<file path="src/verilog/comon_pkg.sv">
/*
  Constants and types for the gas monitor output control block.
  Assumes a 40 MHz system clock and a classic Wishbone register bus with
  32-bit data and byte addresses.
*/
package comon_pkg;

  // Clock and timing.
  localparam int CLK_HZ         = 40_000_000;
  localparam int HALF_SEC_MS    = 500;
  localparam int HALF_SEC_CYC   = (CLK_HZ / 1000) * HALF_SEC_MS;
  localparam int FAULT_MIN      = 10;
  localparam int FAULT_SEC      = FAULT_MIN * 60;
  localparam int LT_STEP_SEC    = 5;
  localparam int LT_STEP_HALVES = LT_STEP_SEC * 2;
  localparam int RENEW_SEC      = 1;
  localparam int RENEW_HALVES   = RENEW_SEC * 2;
  localparam int ADJ_STEP_SEC   = 1;

  // Bias loop window and levels on the 8-bit conversion scale.
  localparam logic [7:0] WIN_LO     = 8'h19;
  localparam logic [7:0] WIN_HI     = 8'h33;
  localparam logic [7:0] BIAS_START = 8'h80;
  localparam logic [7:0] BIAS_MAX   = 8'hff;
  localparam logic [7:0] BIAS_MIN   = 8'h00;

  // Concentration scale in ppm.
  localparam logic [15:0] PPM_MIN  = 16'h0190;
  localparam logic [15:0] PPM_MAX  = 16'h0bb8;
  localparam logic [7:0]  DUTY_MAX = 8'hff;

  // Threshold select bands and open/close pairs in ppm.
  localparam logic [7:0]  SEL_B1 = 8'h30;
  localparam logic [7:0]  SEL_B2 = 8'h60;
  localparam logic [7:0]  SEL_B3 = 8'h90;
  localparam logic [7:0]  SEL_B4 = 8'hc0;
  localparam logic [15:0] OPEN0  = 16'h0320;
  localparam logic [15:0] CLOSE0 = 16'h02d0;
  localparam logic [15:0] OPEN1  = 16'h03e8;
  localparam logic [15:0] CLOSE1 = 16'h0320;
  localparam logic [15:0] OPEN2  = 16'h05dc;
  localparam logic [15:0] CLOSE2 = 16'h0514;
  localparam logic [15:0] OPEN3  = 16'h07d0;
  localparam logic [15:0] CLOSE3 = 16'h0708;
  localparam logic [15:0] OPEN4  = 16'h0bb8;
  localparam logic [15:0] CLOSE4 = 16'h0a8c;

  // Register byte offsets and fields.
  localparam logic [7:0] ADR_CTRL   = 8'h00;
  localparam logic [7:0] ADR_CONC   = 8'h04;
  localparam logic [7:0] ADR_STATUS = 8'h08;
  localparam logic [7:0] ADR_BIAS   = 8'h0c;
  localparam int CTRL_WARMUP  = 0;
  localparam int CTRL_RENEW   = 1;
  localparam int ST_FAULT     = 0;
  localparam int ST_SETTLED   = 1;
  localparam int ST_DAMPER    = 2;
  localparam int ST_LINE_TEST = 3;
  localparam int ST_STEP_LO   = 4;
  localparam int ST_REBASE    = 6;
  localparam logic       CTRL_WARMUP_RST = 1'b1;
  localparam logic [1:0] LT_STEP_LAST    = 2'h3;

  // Setting inputs read back during line test step 3.
  typedef struct packed {
    logic warmup;
    logic adj_level;
    logic adj_time;
    logic auto_reset;
  } comon_setting_t;

  // Output pins as a group.
  typedef struct packed {
    logic bias_pwm;
    logic conc_pwm;
    logic damper;
    logic fault;
    logic red_led;
    logic green_led;
    logic renewal;
  } comon_pins_t;

endpackage

</file>
<file path="src/verilog/comon_output_ctrl.sv">
/*
  Output control of a gas monitor: bias PWM loop, concentration PWM, damper
  output with hysteresis, LED patterns, fault timeout, renewal strobe, manual
  rebase and power-up line test, with registers on a classic Wishbone slave.
  Assumes all inputs are synchronous to clk_i and that the concentration in
  ppm is written by software from the arithmetic outside this block.
*/
`timescale 1ns/100ps
module comon_output_ctrl #(
  parameter int unsigned HALF_CYC = comon_pkg::HALF_SEC_CYC
) (
  // Clock and reset
  input  wire logic                      clk_i,
  input  wire logic                      rst_i,
  // Wishbone slave
  input  wire logic                      wb_cyc_i,
  input  wire logic                      wb_stb_i,
  input  wire logic                      wb_we_i,
  input  wire logic [7:0]                wb_adr_i,
  input  wire logic [3:0]                wb_sel_i,
  input  wire logic [31:0]               wb_dat_i,
  output logic      [31:0]               wb_dat_o,
  output logic                           wb_ack_o,
  // Sensor side and straps
  input  wire logic [7:0]                gas_level_in,
  input  wire logic [7:0]                threshold_select_in,
  input  wire logic                      manual_rebase_in_n,
  input  wire logic                      line_test_in_n,
  input  wire comon_pkg::comon_setting_t setting_i,
  // Output pins
  output comon_pkg::comon_pins_t         pins_o
);

  initial begin
    if (HALF_CYC < 2) begin
      $error("HALF_CYC must be at least 2");
    end
  end

  typedef struct packed {
    logic [31:0] half_cnt;
    logic        blink;
    logic        sec_ph;
    logic [9:0]  adj_sec;
    logic [7:0]  bias;
    logic        settled;
    logic        fault;
    logic        damper_open;
    logic [31:0] renew_left;
    logic        rebase_prev;
    logic        line_test;
    logic        strap_done;
    logic [1:0]  lt_step;
    logic [3:0]  lt_half;
    logic [15:0] conc;
    logic        warmup;
    logic        rebase_seen;
    logic        ack;
    logic [31:0] rdata;
    logic [7:0]  pwm_cnt;
    comon_pkg::comon_pins_t pins;
  } comon_state_t;

  comon_state_t q;
  comon_state_t d;

  // Open threshold in the upper half, close threshold in the lower half.
  function automatic logic [31:0] thresholds(input logic [7:0] sel);
    if (sel <= comon_pkg::SEL_B1) begin
      return {comon_pkg::OPEN0, comon_pkg::CLOSE0};
    end else if (sel <= comon_pkg::SEL_B2) begin
      return {comon_pkg::OPEN1, comon_pkg::CLOSE1};
    end else if (sel <= comon_pkg::SEL_B3) begin
      return {comon_pkg::OPEN2, comon_pkg::CLOSE2};
    end else if (sel <= comon_pkg::SEL_B4) begin
      return {comon_pkg::OPEN3, comon_pkg::CLOSE3};
    end else begin
      return {comon_pkg::OPEN4, comon_pkg::CLOSE4};
    end
  endfunction

  // Linear duty from ppm, clamped to the 400..3000 ppm span.
  function automatic logic [7:0] ppm_duty(input logic [15:0] ppm);
    logic [31:0] scaled;
    scaled = 32'(ppm - comon_pkg::PPM_MIN) * 32'(comon_pkg::DUTY_MAX)
           / 32'(comon_pkg::PPM_MAX - comon_pkg::PPM_MIN);
    if (ppm <= comon_pkg::PPM_MIN) begin
      return 8'h00;
    end else if (ppm >= comon_pkg::PPM_MAX) begin
      return comon_pkg::DUTY_MAX;
    end else begin
      return scaled[7:0];
    end
  endfunction

  logic [15:0] open_th;
  logic [15:0] close_th;
  logic [31:0] th_pair;
  logic        half_tick;
  logic        sec_tick;
  logic        wb_req;
  logic        wb_wr;
  logic        rebase_edge;
  logic        renew_evt;
  logic        in_window;
  logic [7:0]  bias_duty;
  logic [7:0]  conc_duty;

  assign th_pair   = thresholds(threshold_select_in);
  assign open_th   = th_pair[31:16];
  assign close_th  = th_pair[15:0];
  assign half_tick = (q.half_cnt == 32'(HALF_CYC - 1));
  assign sec_tick  = half_tick && q.sec_ph;
  assign wb_req    = wb_cyc_i && wb_stb_i && !q.ack;
  assign wb_wr     = wb_req && wb_we_i;
  assign in_window = (gas_level_in >= comon_pkg::WIN_LO) && (gas_level_in <= comon_pkg::WIN_HI);
  assign rebase_edge = q.rebase_prev && !manual_rebase_in_n;
  assign renew_evt = !q.line_test && (rebase_edge ||
                     (wb_wr && wb_adr_i == comon_pkg::ADR_CTRL && wb_sel_i[0] &&
                      wb_dat_i[comon_pkg::CTRL_RENEW]));

  always_comb begin
    d = q;
    d.half_cnt    = half_tick ? 32'h0 : q.half_cnt + 32'h1;
    d.pwm_cnt     = q.pwm_cnt + 8'h01;
    d.rebase_prev = manual_rebase_in_n;
    if (half_tick) begin
      d.blink  = !q.blink;
      d.sec_ph = !q.sec_ph;
    end
    // The strap is sampled on the first cycle after reset release.
    if (!q.strap_done) begin
      d.strap_done = 1'b1;
      d.line_test  = !line_test_in_n;
    end
    // Line test sequencer.
    if (q.line_test && half_tick && q.lt_step != comon_pkg::LT_STEP_LAST) begin
      if (q.lt_half == 4'(comon_pkg::LT_STEP_HALVES - 1)) begin
        d.lt_half = 4'h0;
        d.lt_step = q.lt_step + 2'h1;
      end else begin
        d.lt_half = q.lt_half + 4'h1;
      end
    end
    // Bias loop with the fault timeout; the bias freezes once faulted.
    if (!q.line_test && q.strap_done && !q.fault && sec_tick) begin
      if (in_window) begin
        d.settled = 1'b1;
      end else begin
        if (q.settled) begin
          d.adj_sec = 10'h000;
        end else begin
          d.adj_sec = q.adj_sec + 10'h001;
        end
        d.settled = 1'b0;
        if (gas_level_in > comon_pkg::WIN_HI && q.bias != comon_pkg::BIAS_MIN) begin
          d.bias = q.bias - 8'h01;
        end else if (gas_level_in < comon_pkg::WIN_LO &&
                     q.bias != comon_pkg::BIAS_MAX) begin
          d.bias = q.bias + 8'h01;
        end
        if (!q.settled && d.adj_sec == 10'(comon_pkg::FAULT_SEC)) begin
          d.fault = 1'b1;
        end
      end
    end
    // Damper hysteresis.
    if (q.warmup || d.fault) begin
      d.damper_open = 1'b0;
    end else if (q.conc > open_th) begin
      d.damper_open = 1'b1;
    end else if (q.conc < close_th) begin
      d.damper_open = 1'b0;
    end
    // Renewal strobe; a new renewal restarts the full second.
    if (renew_evt) begin
      d.renew_left  = 32'(comon_pkg::RENEW_HALVES * HALF_CYC);
      d.rebase_seen = 1'b1;
    end else if (q.renew_left != 32'h0) begin
      d.renew_left = q.renew_left - 32'h1;
    end
    // Register bus.
    d.ack   = wb_req;
    d.rdata = 32'h0;
    if (wb_req && !wb_we_i) begin
      case (wb_adr_i)
        comon_pkg::ADR_CTRL: d.rdata[comon_pkg::CTRL_WARMUP] = q.warmup;
        comon_pkg::ADR_CONC: d.rdata[15:0] = q.conc;
        comon_pkg::ADR_STATUS: begin
          d.rdata[comon_pkg::ST_FAULT]     = q.fault;
          d.rdata[comon_pkg::ST_SETTLED]   = q.settled;
          d.rdata[comon_pkg::ST_DAMPER]    = q.damper_open;
          d.rdata[comon_pkg::ST_LINE_TEST] = q.line_test;
          d.rdata[comon_pkg::ST_STEP_LO+:2] = q.lt_step;
          d.rdata[comon_pkg::ST_REBASE]    = q.rebase_seen;
        end
        comon_pkg::ADR_BIAS: d.rdata[7:0] = q.bias;
        default: d.rdata = 32'h0;
      endcase
    end
    if (wb_wr && wb_adr_i == comon_pkg::ADR_CTRL && wb_sel_i[0]) begin
      d.warmup = wb_dat_i[comon_pkg::CTRL_WARMUP];
    end
    if (wb_wr && wb_adr_i == comon_pkg::ADR_CONC) begin
      if (wb_sel_i[0]) begin
        d.conc[7:0] = wb_dat_i[7:0];
      end
      if (wb_sel_i[1]) begin
        d.conc[15:8] = wb_dat_i[15:8];
      end
    end
    // Writing one clears the rebase flag unless a renewal lands now.
    if (wb_wr && wb_adr_i == comon_pkg::ADR_STATUS && wb_sel_i[0] &&
        wb_dat_i[comon_pkg::ST_REBASE] && !renew_evt) begin
      d.rebase_seen = 1'b0;
    end
    // Output pins, registered from the next state.
    bias_duty = d.bias;
    conc_duty = ppm_duty(d.conc);
    if (d.line_test) begin
      conc_duty = ppm_duty(open_th);
      case (d.lt_step)
        2'h0: begin
          bias_duty = comon_pkg::BIAS_MIN;
          d.pins.green_led = 1'b0;
          d.pins.red_led   = 1'b1;
          d.pins.damper    = 1'b1;
          d.pins.fault     = 1'b1;
          d.pins.renewal   = 1'b1;
        end
        2'h1: begin
          bias_duty = comon_pkg::BIAS_MAX;
          d.pins.green_led = 1'b1;
          d.pins.red_led   = 1'b0;
          d.pins.damper    = 1'b0;
          d.pins.fault     = 1'b0;
          d.pins.renewal   = 1'b0;
        end
        2'h2: begin
          bias_duty = comon_pkg::BIAS_START;
          d.pins.green_led = setting_i.warmup;
          d.pins.red_led   = setting_i.adj_level;
          d.pins.damper    = setting_i.adj_time;
          d.pins.fault     = setting_i.auto_reset;
          d.pins.renewal   = 1'b1;
        end
        default: begin
          bias_duty = comon_pkg::BIAS_START;
          d.pins.green_led = 1'b1;
          d.pins.red_led   = 1'b1;
          d.pins.damper    = 1'b1;
          d.pins.fault     = 1'b1;
          d.pins.renewal   = 1'b1;
        end
      endcase
    end else begin
      d.pins.damper  = !d.damper_open;
      d.pins.fault   = !d.fault;
      d.pins.renewal = (d.renew_left == 32'h0);
      if (d.fault) begin
        conc_duty = 8'h00;
        d.pins.red_led   = d.blink;
        d.pins.green_led = 1'b0;
      end else if (d.warmup) begin
        d.pins.red_led   = 1'b0;
        d.pins.green_led = d.blink;
      end else begin
        d.pins.red_led   = (d.conc > open_th);
        d.pins.green_led = !(d.conc > open_th);
      end
    end
    d.pins.bias_pwm = (d.pwm_cnt < bias_duty) || (bias_duty == comon_pkg::BIAS_MAX);
    d.pins.conc_pwm = (d.pwm_cnt < conc_duty) || (conc_duty == comon_pkg::DUTY_MAX);
  end

  always_ff @(posedge clk_i) begin
    if (rst_i) begin
      q <= '0;
      q.bias <= comon_pkg::BIAS_START;
      q.warmup <= comon_pkg::CTRL_WARMUP_RST;
      q.rebase_prev <= 1'b1;
      q.pins <= '0;
    end else begin
      q <= d;
    end
  end

  assign pins_o   = q.pins;
  assign wb_dat_o = q.rdata;
  assign wb_ack_o = q.ack;

  bias_start_a: assert property (@(posedge clk_i)
    $fell(rst_i) |-> q.bias == comon_pkg::BIAS_START)
    else $error("bias did not start at mid scale");

  fault_damper_a: assert property (@(posedge clk_i) disable iff (rst_i)
    (q.fault && !q.line_test) |-> (pins_o.damper && !pins_o.conc_pwm && !pins_o.green_led))
    else $error("fault did not force damper and concentration outputs");

  fault_timeout_a: assert property (@(posedge clk_i) disable iff (rst_i)
    (q.adj_sec == 10'(comon_pkg::FAULT_SEC) && !q.settled) |-> q.fault)
    else $error("adjustment timeout did not raise fault");

  bias_hold_a: assert property (@(posedge clk_i) disable iff (rst_i)
    q.fault |=> $stable(q.bias))
    else $error("bias moved while faulted");

  renew_low_a: assert property (@(posedge clk_i) disable iff (rst_i)
    (renew_evt && q.strap_done) |=> !pins_o.renewal [*2])
    else $error("renewal strobe not driven low");

  damper_hyst_a: assert property (@(posedge clk_i) disable iff (rst_i)
    (q.damper_open && q.conc >= close_th && !q.warmup && !d.fault) |=> q.damper_open)
    else $error("damper closed above close threshold");

  led_normal_a: assert property (@(posedge clk_i) disable iff (rst_i)
    (!q.line_test && !q.fault && !q.warmup) |-> (pins_o.red_led == (q.conc > $past(open_th))
      && pins_o.green_led == !pins_o.red_led))
    else $error("normal led pattern wrong");

  step_one_a: assert property (@(posedge clk_i) disable iff (rst_i)
    (q.line_test && q.lt_step == 2'h0) |-> (!pins_o.green_led && pins_o.red_led &&
      pins_o.damper && pins_o.fault && pins_o.renewal))
    else $error("line test step one pattern wrong");

  wb_answer_a: assert property (@(posedge clk_i) disable iff (rst_i)
    (wb_cyc_i && wb_stb_i && !wb_ack_o) |=> wb_ack_o ##1 !wb_ack_o)
    else $error("bus answer not one cycle after request");

endmodule

</file>
<file path="config.mk">
export PLATFORM = sky130hd
export DESIGN_NAME = comon_output_ctrl
export DESIGN_NICKNAME = d
export VERILOG_FILES = /design/src/verilog/comon_pkg.sv /design/src/verilog/comon_output_ctrl.sv
export SDC_FILE = /design/constraint.sdc
export NUM_CORES = 1
export LEC_CHECK = 0
export ABC_AREA = 1
export BUFFER_PORTS_ARGS = -buffer_cell sky130_fd_sc_hd__buf_2
export CAP_MARGIN = 20
export CELL_PAD_IN_SITES_DETAIL_PLACEMENT = 1
export CELL_PAD_IN_SITES_GLOBAL_PLACEMENT = 2
export CORE_AREA = 2 2 257 285
export CTS_BUF_LIST = sky130_fd_sc_hd__clkbuf_8
export DETAILED_ROUTE_END_ITERATION = 12
export DIE_AREA = 0 0 259 287
export HOLD_SLACK_MARGIN = 0.02
export PLACE_DENSITY = 0.87
export SYNTH_ARGS = -nofsm -noshare
export SYNTH_HDL_FRONTEND = slang
export SYNTH_SLANG_ARGS = --single-unit
export TNS_END_PERCENT = 50
</file>
<file path="constraint.sdc">
create_clock -name clk_i -period 22.6 [get_ports clk_i]
set_clock_uncertainty 0.1 [all_clocks]
set_input_delay 2.26 -clock clk_i [delete_from_list [all_inputs] [get_ports clk_i]]
set_output_delay 2.26 -clock clk_i [all_outputs]
set_load 0.05 [all_outputs]
</file>
== Word level (Yosys, flattened, before mapping) ==
Cells that the tools add are included.

* Register bits after elaboration: 162
* Bits of input ports: 71
* Word-level logic and storage cells: 169

* $add $sub $neg: 10
* Multipliers: 2
* Divide/modulo/power cells: 2
* Order comparisons: 17
* Equal/unequal tests: 12
* Multiplexer cells: 43
* Bitwise gates (word level): 3
* Reduce and logical (&&, ||, !) cells: 51

{| class="wikitable"
|+ Operators by type and width
! kind !! count
|-
| $mux W28 || 4
|-
| $mux W8 || 12
|-
| $div A32 B12 Y32 const B || 2
|-
| $mux W32 || 2
|-
| $mux W10 || 4
|-
| $add A32 B1 Y32 const B || 1
|-
| $eq A32 B25 Y1 const B || 1
|-
| $ge A16 B12 Y1 const B || 2
|-
| $gt A16 B16 Y1 || 2
|-
| $le A16 B9 Y1 const B || 2
|-
| $logic_not A32 Y1 || 1
|-
| $reduce_bool A32 Y1 || 1
|-
| $sub A32 B1 Y32 const B || 1
|-
| $mul A17 B9 Y26 const B || 1
|-
| $logic_and A1 B1 Y1 || 24
|-
| $mul A13 B9 Y22 const B || 1
|-
| $pmux W6 S3 || 1
|-
| $sub A16 B9 Y17 const B || 1
|-
| $add A8 B1 Y8 const B || 2
|-
| $eq A8 B4 Y1 const B || 2
|-
| $eq A8 B8 Y1 const B || 2
|-
| $le A8 B6 Y1 const B || 2
|-
| $le A8 B8 Y1 const B || 2
|-
| $lt A16 B16 Y1 || 1
|-
| 36 further kinds || 66
|}

== Logic depth before layout (Yosys ltp) ==
* Depth after elaboration: 14
* Mapped depth: 149

== Worst setup path before layout ==
Ideal clock, no wire load.

* Path kind: input-to-reg
* Start: input wb_adr_i[7]
* End: register q, in the netlist pins_o[5]
* Setup time: 66 ps
* Arrival: 16692 ps
* Required time: 22434 ps
* Path slack: 5742 ps
* Stages: 132
* Path through: nor2_1 nand2_2 nor2_4 nand2_2 o21ai_1 inv_1 ha_1 nand2_1 nand3_2 nand2_2 xor2_1 inv_1 nand2_1 nand2_1 xor2_1 inv_1 fa_1 inv_1 (+96 left out) nand2_2 nand2_4 nand2_4 o21ai_1 nand2_1 nor2_1 nand2_1 nand3_1 nand2_1 nand2_2 nand2_1 nand2_1 nand2_1 nand2_1 nand2_1 nand2_1 nand2_1 a21oi_2

{| class="wikitable"
|+ RTL lines
! what !! line !! RTL
|-
| start: declaration || comon_output_ctrl.sv:19 || <nowiki>input wire logic [7:0] wb_adr_i,</nowiki>
|-
| end: declaration || comon_output_ctrl.sv:64 || <nowiki>comon_state_t q;</nowiki>
|}

==> impl_metrics.ini <==
[status]
status = complete, no violations

[clock_tree]
cts.sinks = 146
cts_tree = done
insertion_delay_ns = 0.47
clk_pin_slew_ns = 0.09
postCtsSetupRepairBufs = 0
postCtsHoldBufs = 0
cts_resized = 0
root_buffer = clkbuf_8
cts_buffer_depth = 2
htree_levels = 4
numCtsBuffers = 17

[critical_path]
cpMostUsedCell = nand2_1
critPathKind = input pin to flip-flop
rr_endpoint = pins_o[5]
r2r_cells = 125
critPathCaptureType = flip-flop
worstPathArrival_ns = 20.40
regToRegSetupSlack_ns = 4.10
reg2reg_from = wb_ack_o
critPathMaxFanout = 15
critPathMaxStageDelay_ns = 0.54
cpMaxStageDelayCell = fa_1
start_kind = input pin
required_ns = 22.90

[route]
dr.pass1.iters = 4
routed_wl_mm = 67.04
avgViaCountPerCell = 4.787
vias = 24181
ant_nets = 0
drc = 0
wl_per_cell_um = 13.27
first_iter_violations = 681

[synth]
postSynth.asyncResetShare_pct = 0
yosysSeqAreaShare_pct = 11.14
synthCells = 4025
synth-edff-count = 0
yosysUniqueCellTypes = 83
netlist_area_um2 = 26240
synth_top_flop_cell = dfxtp_1
ys_ff_latch = 146
avgSynthCellArea_um2 = 6.519
yosysWarnings = 0

[place]
io_buffers = 76
dp_hpwl_mm = 58.04
gp_congestion = 0.8171

[global_routing]
grt_pass1_vias = 25133
antenna_found_initial = 0
grt_overflow = 0
grt_usage_pct = 18.54
grt_pass1_wl_mm = 117.9
grt_start_max_net_pins = 81

[timing]
slew_violations = 0
worst_pin_slew_ns = 0.9279
fin_setup_tns_ns = 0
finalCritPeriodShare_pct = 88.95
rsz0062_at_grt = false
hold_viol = 0
max_freq_ghz = 0.04975
final-setup-viol-count = 0
relSlewSlack_pct = 37.48
finalCriticalPeriod_ns = 20.10

[layout]
final_common_cell = nand2_1
most-common-layout-cells = 930 x nand2_1, 676 x inv_1, 347 x nand3_1
area_growth_pct = 6.047
diodes = 0
drive_above_1_share_pct = 16.90
final_nets = 4437

[die]
die_w_um = 259
coreArea_um2 = 71270
std_cell_rows = 103
dieArea_um2 = 74330
start_util_pct = 36.82
dieHeight_um = 287
io_pins = 111

[hold_path]
min_from = q[128]
hold_path.class = flip-flop to flip-flop
min_to = q[128]
hold_depth = 1

[flow_run]
cap_violations = 0
## synth_stat cells, types with 5 or more instances
library cell	count	area [um^2]
a211oi_1	7	52.55
a21oi_1	125	625.6
a21oi_2	12	105.1
a21oi_4	8	130.1
a221oi_1	5	43.79
a31oi_1	16	100.1
buf_4	39	292.8
buf_6	8	90.09
buf_8	6	90.09
clkbuf_1	17	63.81
clkinv_1	14	52.55
clkinv_2	7	35.03
dfxtp_1	146	2923
fa_1	130	2603
ha_1	142	1777
inv_1	674	2530
inv_2	59	221.5
inv_4	14	87.58
nand2_1	930	3491
nand2_2	190	1189
nand2_4	105	1182
nand2_8	9	180.2
nand3_1	347	1737
nand3_2	34	340.3
nand3_4	18	315.3
nand3b_1	17	127.6
nand4_1	84	525.5
nor2_1	310	1164
nor2_2	29	181.4
nor2_4	40	450.4
nor3_1	57	285.3
nor3b_1	5	37.54
nor4_1	26	162.7
o211ai_1	10	75.07
o21ai_0	95	475.5
o21ai_1	30	150.1
o21ai_2	20	175.2
or2_2	7	43.79
xnor2_1	43	376.6
xor2_1	112	980.9
## layer usage
layer	GRT usage, %	vias up	share of wire, %
met1	22.36	11353	45
met5	0	-	0
met2	35.83	90	53
met4	3.410	0	1.5
met3	1.305	47	0.93
li1	-	12691	-
## state kept, by name, indices dropped and copies added, names as in the netlist
register / count
wb_dat_o: 16
pins_o: 7
q: 122
wb_ack_o: 1
## how the worst max path moves through the flow
stage               depth (start not counted)  slack, ns         from        end
floorplan                                 132       5.74  wb_adr_i[7]  pins_o[5]
global placement                          133       1.78  wb_adr_i[7]  pins_o[5]
detailed placement                        133       1.46  wb_adr_i[7]  pins_o[5]
CTS                                       133       1.92  wb_adr_i[7]  pins_o[5]
global route                              133       0.29  wb_adr_i[6]  pins_o[5]
finish                                    126       2.50  wb_adr_i[7]  pins_o[5]
## cell families after synthesis
group / Yosys count / share of synthesized area [%]
fa+ha+maj: 272 / 16.69
simple gates: 2223 / 44.09
flops: 146 / 11.14
other cells: 2 / 0.02862
mux: 1 / 0.03815
buf+inv: 849 / 13.65
compound gates: 374 / 8.965
xor+xnor: 158 / 5.403
## cell type report
type	count	area (um^2)
clock buffers	18	247.7
inverters	773	2978
fillers	9544	43440
repair buffers	83	432.9
clock inverters	13	161.4
multi-input cells	3073	19900
well taps	945	1182
flip-flops and latches	146	2923
## critical path: cells and delay by family
kind	cells	cell delay, ns
buffers and inverters	12	1.22
AOI/OAI and AO/OA	9	2.74
adders and majority gates	5	2.22
xor gates and xnor gates	2	0.78
and+or+nand+nor	98	11.09
## stage by stage
stage | setup WS [ns] | hold slack, ns | util, % | instance area (um^2) | instances
floorplan | 5.742 | 0.3176 | - | 26400 | 4068
global placement | 1.779 | 0.3321 | 38.46 | 27410 | 5020
detailed placement | 1.462 | 0.3360 | 38.46 | 27410 | 5020
CTS | 1.920 | 0.3612 | 39.04 | 27820 | 5051
global route | 0.2903 | 0.3849 | 39.04 | 27820 | 5051
finish | 2.498 | 0.3636 | 39.04 | 27820 | 5051
Power is left out: the tool's default activity adds up to more than one toggle a clock period on the data nets, which glitch-free logic cannot reach.
